**src/inc/dswl_pkg.sv**
```systemverilog
package dswl_pkg;
  localparam int unsigned WORD_W = 16;
  localparam int unsigned CELL_CLKS = 16;
  localparam int unsigned MSB_SAMPLE = 24;
  localparam int unsigned STOP_SAMPLE = MSB_SAMPLE + WORD_W * CELL_CLKS;
  localparam int unsigned CNT_W = 9;
  localparam logic [WORD_W-1:0] DAC_RESET = 16'h0000;
  localparam int unsigned SCLK_DIV = 8;
  localparam int unsigned DIV_W = 4;
  localparam int unsigned MOD_W = 20;
  typedef enum logic [1:0] {DSWL_IDLE, DSWL_FRAME} dswl_rx_t;
  typedef enum logic [2:0] {DSWL_H_IDLE, DSWL_H_LO, DSWL_H_HI, DSWL_H_LATCH,
                            DSWL_H_ASYNC} dswl_host_t;
endpackage

```
**src/inc/dswl_if.sv**
```systemverilog
`timescale 1ns/1ns
interface dswl_if;
  logic serial_clk;
  logic serial_in;
  logic load_strobe;
  logic serial_out;
  logic loop_fault_n_o;
  logic loop_fault_n_oe;
  modport device (input serial_clk, input serial_in, input load_strobe, output serial_out,
    output loop_fault_n_o, output loop_fault_n_oe);
  modport host (output serial_clk, output serial_in, output load_strobe, input serial_out,
    input loop_fault_n_o, input loop_fault_n_oe);
endinterface

```
**src/design/dswl_device.sv**
```systemverilog
// Behaviour
// - Async words framed by start 0, stop 1.
// - Bit cells are sixteen clocks long.
// - Sample MSB at clock 24, then every 16.
// - Sender holds line high between words.
// - Good stop bit updates converter value.
// - Bad stop bit gives serial_out pulse one serial clock period long.
// - Framing error discards word, value kept.
// - Static high load_strobe selects async mode.
// - Three-wire shifts, load_strobe pulse transfers.
// - Host keeps load_strobe low while shifting.
// - Host keeps clock low during load.
// - Loop fault is active-low open drain.
// - Second-order modulator makes one-bit stream.
// - Three-wire shift on rising serial clock.
// - Three-wire serial_out carries bits leaving shift register.
`timescale 1ns/1ns
module dswl_device (
  input wire logic clk,
  input wire logic resetn,
  dswl_if.device link,
  input wire logic compliance_near,
  output logic [15:0] dac_value_q,
  output logic mod_bit_q,
  output logic frame_error_q
);
  localparam int unsigned W = dswl_pkg::WORD_W;
  localparam int unsigned MOD_W = dswl_pkg::MOD_W;
  logic [2:0] clk_s_q, din_s_q, ls_s_q;
  logic clk_rise, mode_async;
  logic [W-1:0] shift_q;
  logic [W-1:0] rx_q;
  logic [dswl_pkg::CNT_W-1:0] cnt_q;
  dswl_pkg::dswl_rx_t rx_state_q;
  logic din_prev_q, ls_prev_q, so_q;
  logic [dswl_pkg::MOD_W-1:0] int1_q, int2_q;

  // Three-stage synchronisers; only stages 1 and 2 are used for decisions.
  always_ff @(posedge clk or negedge resetn) begin
    if (!resetn) begin
      clk_s_q <= 3'h0;
      din_s_q <= 3'h7;
      ls_s_q <= 3'h0;
    end else begin
      clk_s_q <= {clk_s_q[1:0], link.serial_clk};
      din_s_q <= {din_s_q[1:0], link.serial_in};
      ls_s_q <= {ls_s_q[1:0], link.load_strobe};
    end
  end

  assign clk_rise = clk_s_q[1] && !clk_s_q[2];

  // A strobe that stays high for more than 17 serial clock rises is taken as the async strap.
  logic [dswl_pkg::CNT_W-1:0] ls_high_q;
  always_ff @(posedge clk or negedge resetn) begin
    if (!resetn) begin
      ls_high_q <= '0;
      ls_prev_q <= 1'b0;
    end else begin
      ls_prev_q <= ls_s_q[2];
      if (!ls_s_q[2]) ls_high_q <= '0;
      else if (clk_rise && ls_high_q != '1) ls_high_q <= ls_high_q + 1'b1;
    end
  end
  assign mode_async = ls_high_q > dswl_pkg::CNT_W'(W + 1);

  // Three-wire shift register.
  always_ff @(posedge clk or negedge resetn) begin
    if (!resetn) begin
      shift_q <= '0;
    end else if (clk_rise && !mode_async) begin
      shift_q <= {shift_q[W-2:0], din_s_q[2]};
    end
  end

  // Async receiver.
  always_ff @(posedge clk or negedge resetn) begin
    if (!resetn) begin
      rx_state_q <= dswl_pkg::DSWL_IDLE;
      cnt_q <= '0;
      rx_q <= '0;
      din_prev_q <= 1'b1;
    end else if (clk_rise) begin
      din_prev_q <= din_s_q[2];
      case (rx_state_q)
        dswl_pkg::DSWL_IDLE: begin
          cnt_q <= '0;
          if (mode_async && din_prev_q && !din_s_q[2]) begin
            rx_state_q <= dswl_pkg::DSWL_FRAME;
            cnt_q <= dswl_pkg::CNT_W'(1);
          end
        end
        dswl_pkg::DSWL_FRAME: begin
          cnt_q <= cnt_q + 1'b1;
          if (cnt_q >= dswl_pkg::CNT_W'(dswl_pkg::MSB_SAMPLE)
              && cnt_q < dswl_pkg::CNT_W'(dswl_pkg::STOP_SAMPLE)
              && cnt_q[3:0] == 4'h8) begin
            rx_q <= {rx_q[W-2:0], din_s_q[2]};
          end
          if (cnt_q == dswl_pkg::CNT_W'(dswl_pkg::STOP_SAMPLE)) begin
            rx_state_q <= dswl_pkg::DSWL_IDLE;
          end
        end
        default: rx_state_q <= dswl_pkg::DSWL_IDLE;
      endcase
    end
  end

  logic stop_now;
  assign stop_now = clk_rise && rx_state_q == dswl_pkg::DSWL_FRAME
    && cnt_q == dswl_pkg::CNT_W'(dswl_pkg::STOP_SAMPLE);

  // Converter value.
  always_ff @(posedge clk or negedge resetn) begin
    if (!resetn) begin
      dac_value_q <= dswl_pkg::DAC_RESET;
    end else if (stop_now && din_s_q[2]) begin
      dac_value_q <= rx_q;
    end else if (!mode_async && ls_s_q[2] && !ls_prev_q) begin
      dac_value_q <= shift_q;
    end
  end

  // Framing error pulse lasts one serial clock period.
  always_ff @(posedge clk or negedge resetn) begin
    if (!resetn) begin
      frame_error_q <= 1'b0;
    end else if (stop_now) begin
      frame_error_q <= !din_s_q[2];
    end else if (clk_rise) begin
      frame_error_q <= 1'b0;
    end
  end

  always_ff @(posedge clk or negedge resetn) begin
    if (!resetn) so_q <= 1'b0;
    else if (mode_async) so_q <= (stop_now && !din_s_q[2]) || (frame_error_q && !clk_rise);
    else so_q <= shift_q[W-1];
  end
  assign link.serial_out = so_q;

  // Second-order error-feedback modulator over the converter value.
  always_ff @(posedge clk or negedge resetn) begin
    if (!resetn) begin
      int1_q <= '0;
      int2_q <= '0;
      mod_bit_q <= 1'b0;
    end else begin
      int1_q <= int1_q + MOD_W'(dac_value_q) - (mod_bit_q ? MOD_W'(20'h10000) : '0);
      int2_q <= int2_q + int1_q - (mod_bit_q ? MOD_W'(20'h10000) : '0);
      mod_bit_q <= !int2_q[dswl_pkg::MOD_W-1] && int2_q != '0;
    end
  end

  // Open drain: only ever pulls low.
  logic fault_q;
  always_ff @(posedge clk or negedge resetn) begin
    if (!resetn) fault_q <= 1'b0;
    else fault_q <= compliance_near;
  end
  assign link.loop_fault_n_o = 1'b0;
  assign link.loop_fault_n_oe = fault_q;
endmodule // dswl_device

```
**src/flat_wrapper.sv**
```systemverilog
// flat-port wrapper written by rule: the top's interface ports become plain ports
module dswl_device_flat 
  (clk, resetn, compliance_near, dac_value_q, mod_bit_q, frame_error_q, link_serial_clk, link_serial_in, link_load_strobe, link_serial_out, link_loop_fault_n_o, link_loop_fault_n_oe);
  dswl_if link_i ();
  input wire logic clk;
  input wire logic resetn;
  input wire logic compliance_near;
  output logic [15:0] dac_value_q;
  output logic mod_bit_q;
  output logic frame_error_q;
  input wire logic [$bits(link_i.serial_clk)-1:0] link_serial_clk;
  input wire logic [$bits(link_i.serial_in)-1:0] link_serial_in;
  input wire logic [$bits(link_i.load_strobe)-1:0] link_load_strobe;
  output wire logic [$bits(link_i.serial_out)-1:0] link_serial_out;
  output wire logic [$bits(link_i.loop_fault_n_o)-1:0] link_loop_fault_n_o;
  output wire logic [$bits(link_i.loop_fault_n_oe)-1:0] link_loop_fault_n_oe;
  assign link_i.serial_clk = link_serial_clk;
  assign link_i.serial_in = link_serial_in;
  assign link_i.load_strobe = link_load_strobe;
  assign link_serial_out = link_i.serial_out;
  assign link_loop_fault_n_o = link_i.loop_fault_n_o;
  assign link_loop_fault_n_oe = link_i.loop_fault_n_oe;
  dswl_device u_core (.clk(clk), .resetn(resetn), .link(link_i), .compliance_near(compliance_near), .dac_value_q(dac_value_q), .mod_bit_q(mod_bit_q), .frame_error_q(frame_error_q));
endmodule
```
**config.mk**
```make
export PLATFORM = sky130hd
export DESIGN_NAME = dswl_device_flat
export DESIGN_NICKNAME = d
export VERILOG_FILES = /design/src/inc/dswl_pkg.sv /design/src/inc/dswl_if.sv /design/src/design/dswl_device.sv /design/src/flat_wrapper.sv
export SDC_FILE = /design/constraint.sdc
export NUM_CORES = 1
export LEC_CHECK = 0
export BUFFER_PORTS_ARGS = -buffer_cell sky130_fd_sc_hd__buf_4
export CORE_ASPECT_RATIO = 1.75
export CORE_MARGIN = 2
export CORE_UTILIZATION = 53
export DETAILED_ROUTE_END_ITERATION = 6
export PLACE_DENSITY = 0.75
export SYNTH_ARGS = -nofsm -noshare
export SYNTH_HDL_FRONTEND = slang
export SYNTH_SLANG_ARGS = --single-unit
```
**constraint.sdc**
```tcl
create_clock -name clk -period 3 [get_ports clk]
set_input_delay 0.15 -clock clk [delete_from_list [all_inputs] [get_ports clk]]
set_output_delay 0.15 -clock clk [all_outputs]
set_load 0.05 [all_outputs]
```
==> impl_metrics.ini <==
[timing]
slew_viol_final = 0
fin_crit_sh = 0.887
setup_violations = 0
max_freq_ghz = 0.376
hold_violations = 0
finClkSkew_ns = 0.00880
slew_headroom = 0.532
fin_setup_tns_ns = 0
min_period_ns = 2.66
max_slew.worst_pin.slew_ns = 0.702
rsz0062_at_grt = no

[cts]
numClockSinks = 122
clock_latency_ns = 0.41
path_clk_slew_ns = 0.06
cts_buffers = 17
cts_tree = done
clock_path_buffers = 2
cts_post_setup_buffers_inserted = 0
h-tree-depth = 4
clock-root-buffer = clkbuf_16

[yosys]
synth_cells = 737
synth_common_cells = 129 x inv_1, 118 x dfrtp_1, 76 x ha_1, 48 x a21oi_1, 44 x nand2_1
synthTopCellsByArea = dfrtp_1 41%, ha_1 13%, inv_1 6.7%
synth-edff-count = 0
ys.flop_type = dfrtp_1
netlist_area_um2 = 7180
ys_warn_count = 0
synthArstFlopShare = 1.00
syn_avg_cell_area_um2 = 9.75
synthMostInstantiatedCell = inv_1
synth_top_area_share = 0.411
yosysSeqAreaShare = 0.426
yosysTopAreaCell = dfrtp_1
ys_ff_latch = 122
synth_nets = 820
ys_types = 54

[placed_design]
place_hpwl_um = 10600
port_buffers = 25
finalWeightedCongestion = 0.892

[routing]
drtPass1Iterations = 4
viasPerCell = 5.39
wl_per_cell_um = 14.9
drt.antenna.violating_nets = 0
drt_wl_total_um = 14300
route.detailed.drc = 0
drtIter0Drc = 217
vias = 5186

[global_routing]
grt_pass1_wl_um = 24300
grt_overflow_total = 0
track_usage = 0.210
grt_pass1_vias = 5398
grt_max_degree = 123
antenna_found_initial = 0

[job]
maxCapViolCount = 0

[floorplan]
die_y_um = 158
ios = 27
rows = 56
core-area_um2 = 13300
die_area_um2 = 14500
start_util = 0.540
die_w_um = 92.0

[worst_setup_path]
critPathLaunchType = flip-flop
critPathRequiredTime_ns = 3.32
worstPathArrival_ns = 2.98
cp-end-kind = flip-flop
crit_fanout = 4
path_class = flip-flop to flip-flop

[worst_hold_path]
worst_hold_path_type = input port to asynchronous set/reset pin

[final_layout]
antennaDiodeCount = 0
drive_gt1_frac = 0.132
num-fill-cells = 1095
layout-area-overhead-vs-synth_pct = 14.1
finalNetCount = 859

[outcome]
status = completed
-- final timing paths --
path                                            start                 end  slack, ns  cells after the start
worst min register to register       u_core.ls_s_q[0]    u_core.ls_s_q[1]       0.35                      0
min in group clk                     u_core.ls_s_q[0]    u_core.ls_s_q[1]       0.35                      0
max in group asynchronous                      resetn  u_core.shift_q[10]       2.12                      3
worst max register to register  u_core.dac_value_q[3]   u_core.int1_q[19]       0.34                     10
worst min-delay path                           resetn    u_core.int2_q[2]       0.31                      3
worst max-delay path            u_core.dac_value_q[3]   u_core.int1_q[19]       0.34                     10
-- critical path, stage by stage, from the launching register on --
cell and delay, ns:
dfrtp_1 0.36, inv_1 0.05, ha_1 0.27, inv_1 0.04
ha_1 0.34, o211ai_1 0.12, o21a_1 0.23, a221o_1 0.43
a211o_1 0.34, nor2b_4 0.14, o31ai_2 0.24
-- logic make-up after synthesis --
kind of cell | after synthesis | share of synthesized area
buffers and inverters | 146 | 0.0806
AO/OA/AOI/OAI | 127 | 0.109
adder cells (fa/ha/maj) | 77 | 0.135
other | 1 | 0.000522
AND/OR/NAND/NOR | 166 | 0.115
multiplexers | 52 | 0.0782
XOR/XNOR | 46 | 0.0561
flip-flops | 122 | 0.426
-- through the flow --
stage,cell area (um^2),setup WS (ns),cells,utilization,hold WS (ns)
after global placement,7560,0.390,926,0.568,0.259
after global routing,8200,0.206,963,0.616,0.362
after detailed placement,7560,0.274,926,0.568,0.260
after floorplan,7180,0.246,737,-,-0.146
after CTS,8190,0.217,963,0.615,0.354
final,8200,0.338,963,0.616,0.314
-- per-layer routing --
metal	up-vias	share of wire	track usage	routed length (um)
met1	2512	0.37	0.207	5280
met5	-	0	0	0
met2	92	0.56	0.409	8070
met4	0	0.042	0.108	597
li1	2535	-	-	-
met3	47	0.026	0.0409	372
-- layout by cell type, fill, tap and decap left out, drive strengths merged, types with 2 or more instances in the layout --
cell type / netlist / final
a211oi: 5 / 5
a21boi: 3 / 3
a21o: 14 / 14
a21oi: 49 / 49
a31oi: 6 / 6
and2: 9 / 9
and3: 5 / 5
and4: 2 / 2
buf: 8 / 32
clkbuf: 9 / 18
clkinv: 0 / 3
clkinvlp: 0 / 2
dfrtp: 118 / 118
dfstp: 4 / 4
dlygate4sd3: 0 / 5
ha: 76 / 76
inv: 129 / 137
mux2: 33 / 33
mux2i: 19 / 19
nand2: 44 / 44
nand2b: 8 / 8
nand3: 15 / 15
nand4: 9 / 9
nor2: 43 / 43
nor2b: 10 / 10
nor3: 5 / 5
nor3b: 5 / 5
nor4: 5 / 5
o211ai: 7 / 7
o21a: 3 / 3
o21ai: 26 / 26
o21bai: 3 / 3
o31ai: 3 / 3
or3: 2 / 2
xnor2: 30 / 30
xor2: 16 / 16
-- what timing repair did --
item / CTS / global route
setup endpoints to repair: 0 / 1
endpoints found under the hold margin: 122 / 0
gates resized for setup: 0 / 1
hold buffers: 5 / 0
-- registers in the layout, summed over array words and instances (netlist names), 9 cells and up --
| name | flops |
|---|---|
| u_core.cnt_q | 9 |
| u_core.ls_high_q | 9 |
| u_core.rx_q | 16 |
| u_core.int1_q | 20 |
| u_core.int2_q | 20 |
| u_core.shift_q | 16 |
| u_core.dac_value_q | 16 |
-- area by class of cell --
type                       count  area [um^2]  area share
clock buffer                  18          429      0.0524
clock inverter                14          154      0.0188
inverter                     129          484      0.0591
multi-input combinational    469         3550       0.433
sequential                   122         3060       0.373
tap                          174          218      0.0266
timing repair buffer          37          303      0.0369
Power is left out: the tool's default activity adds up to more than one toggle a clock period on the data nets, which glitch-free logic cannot reach.
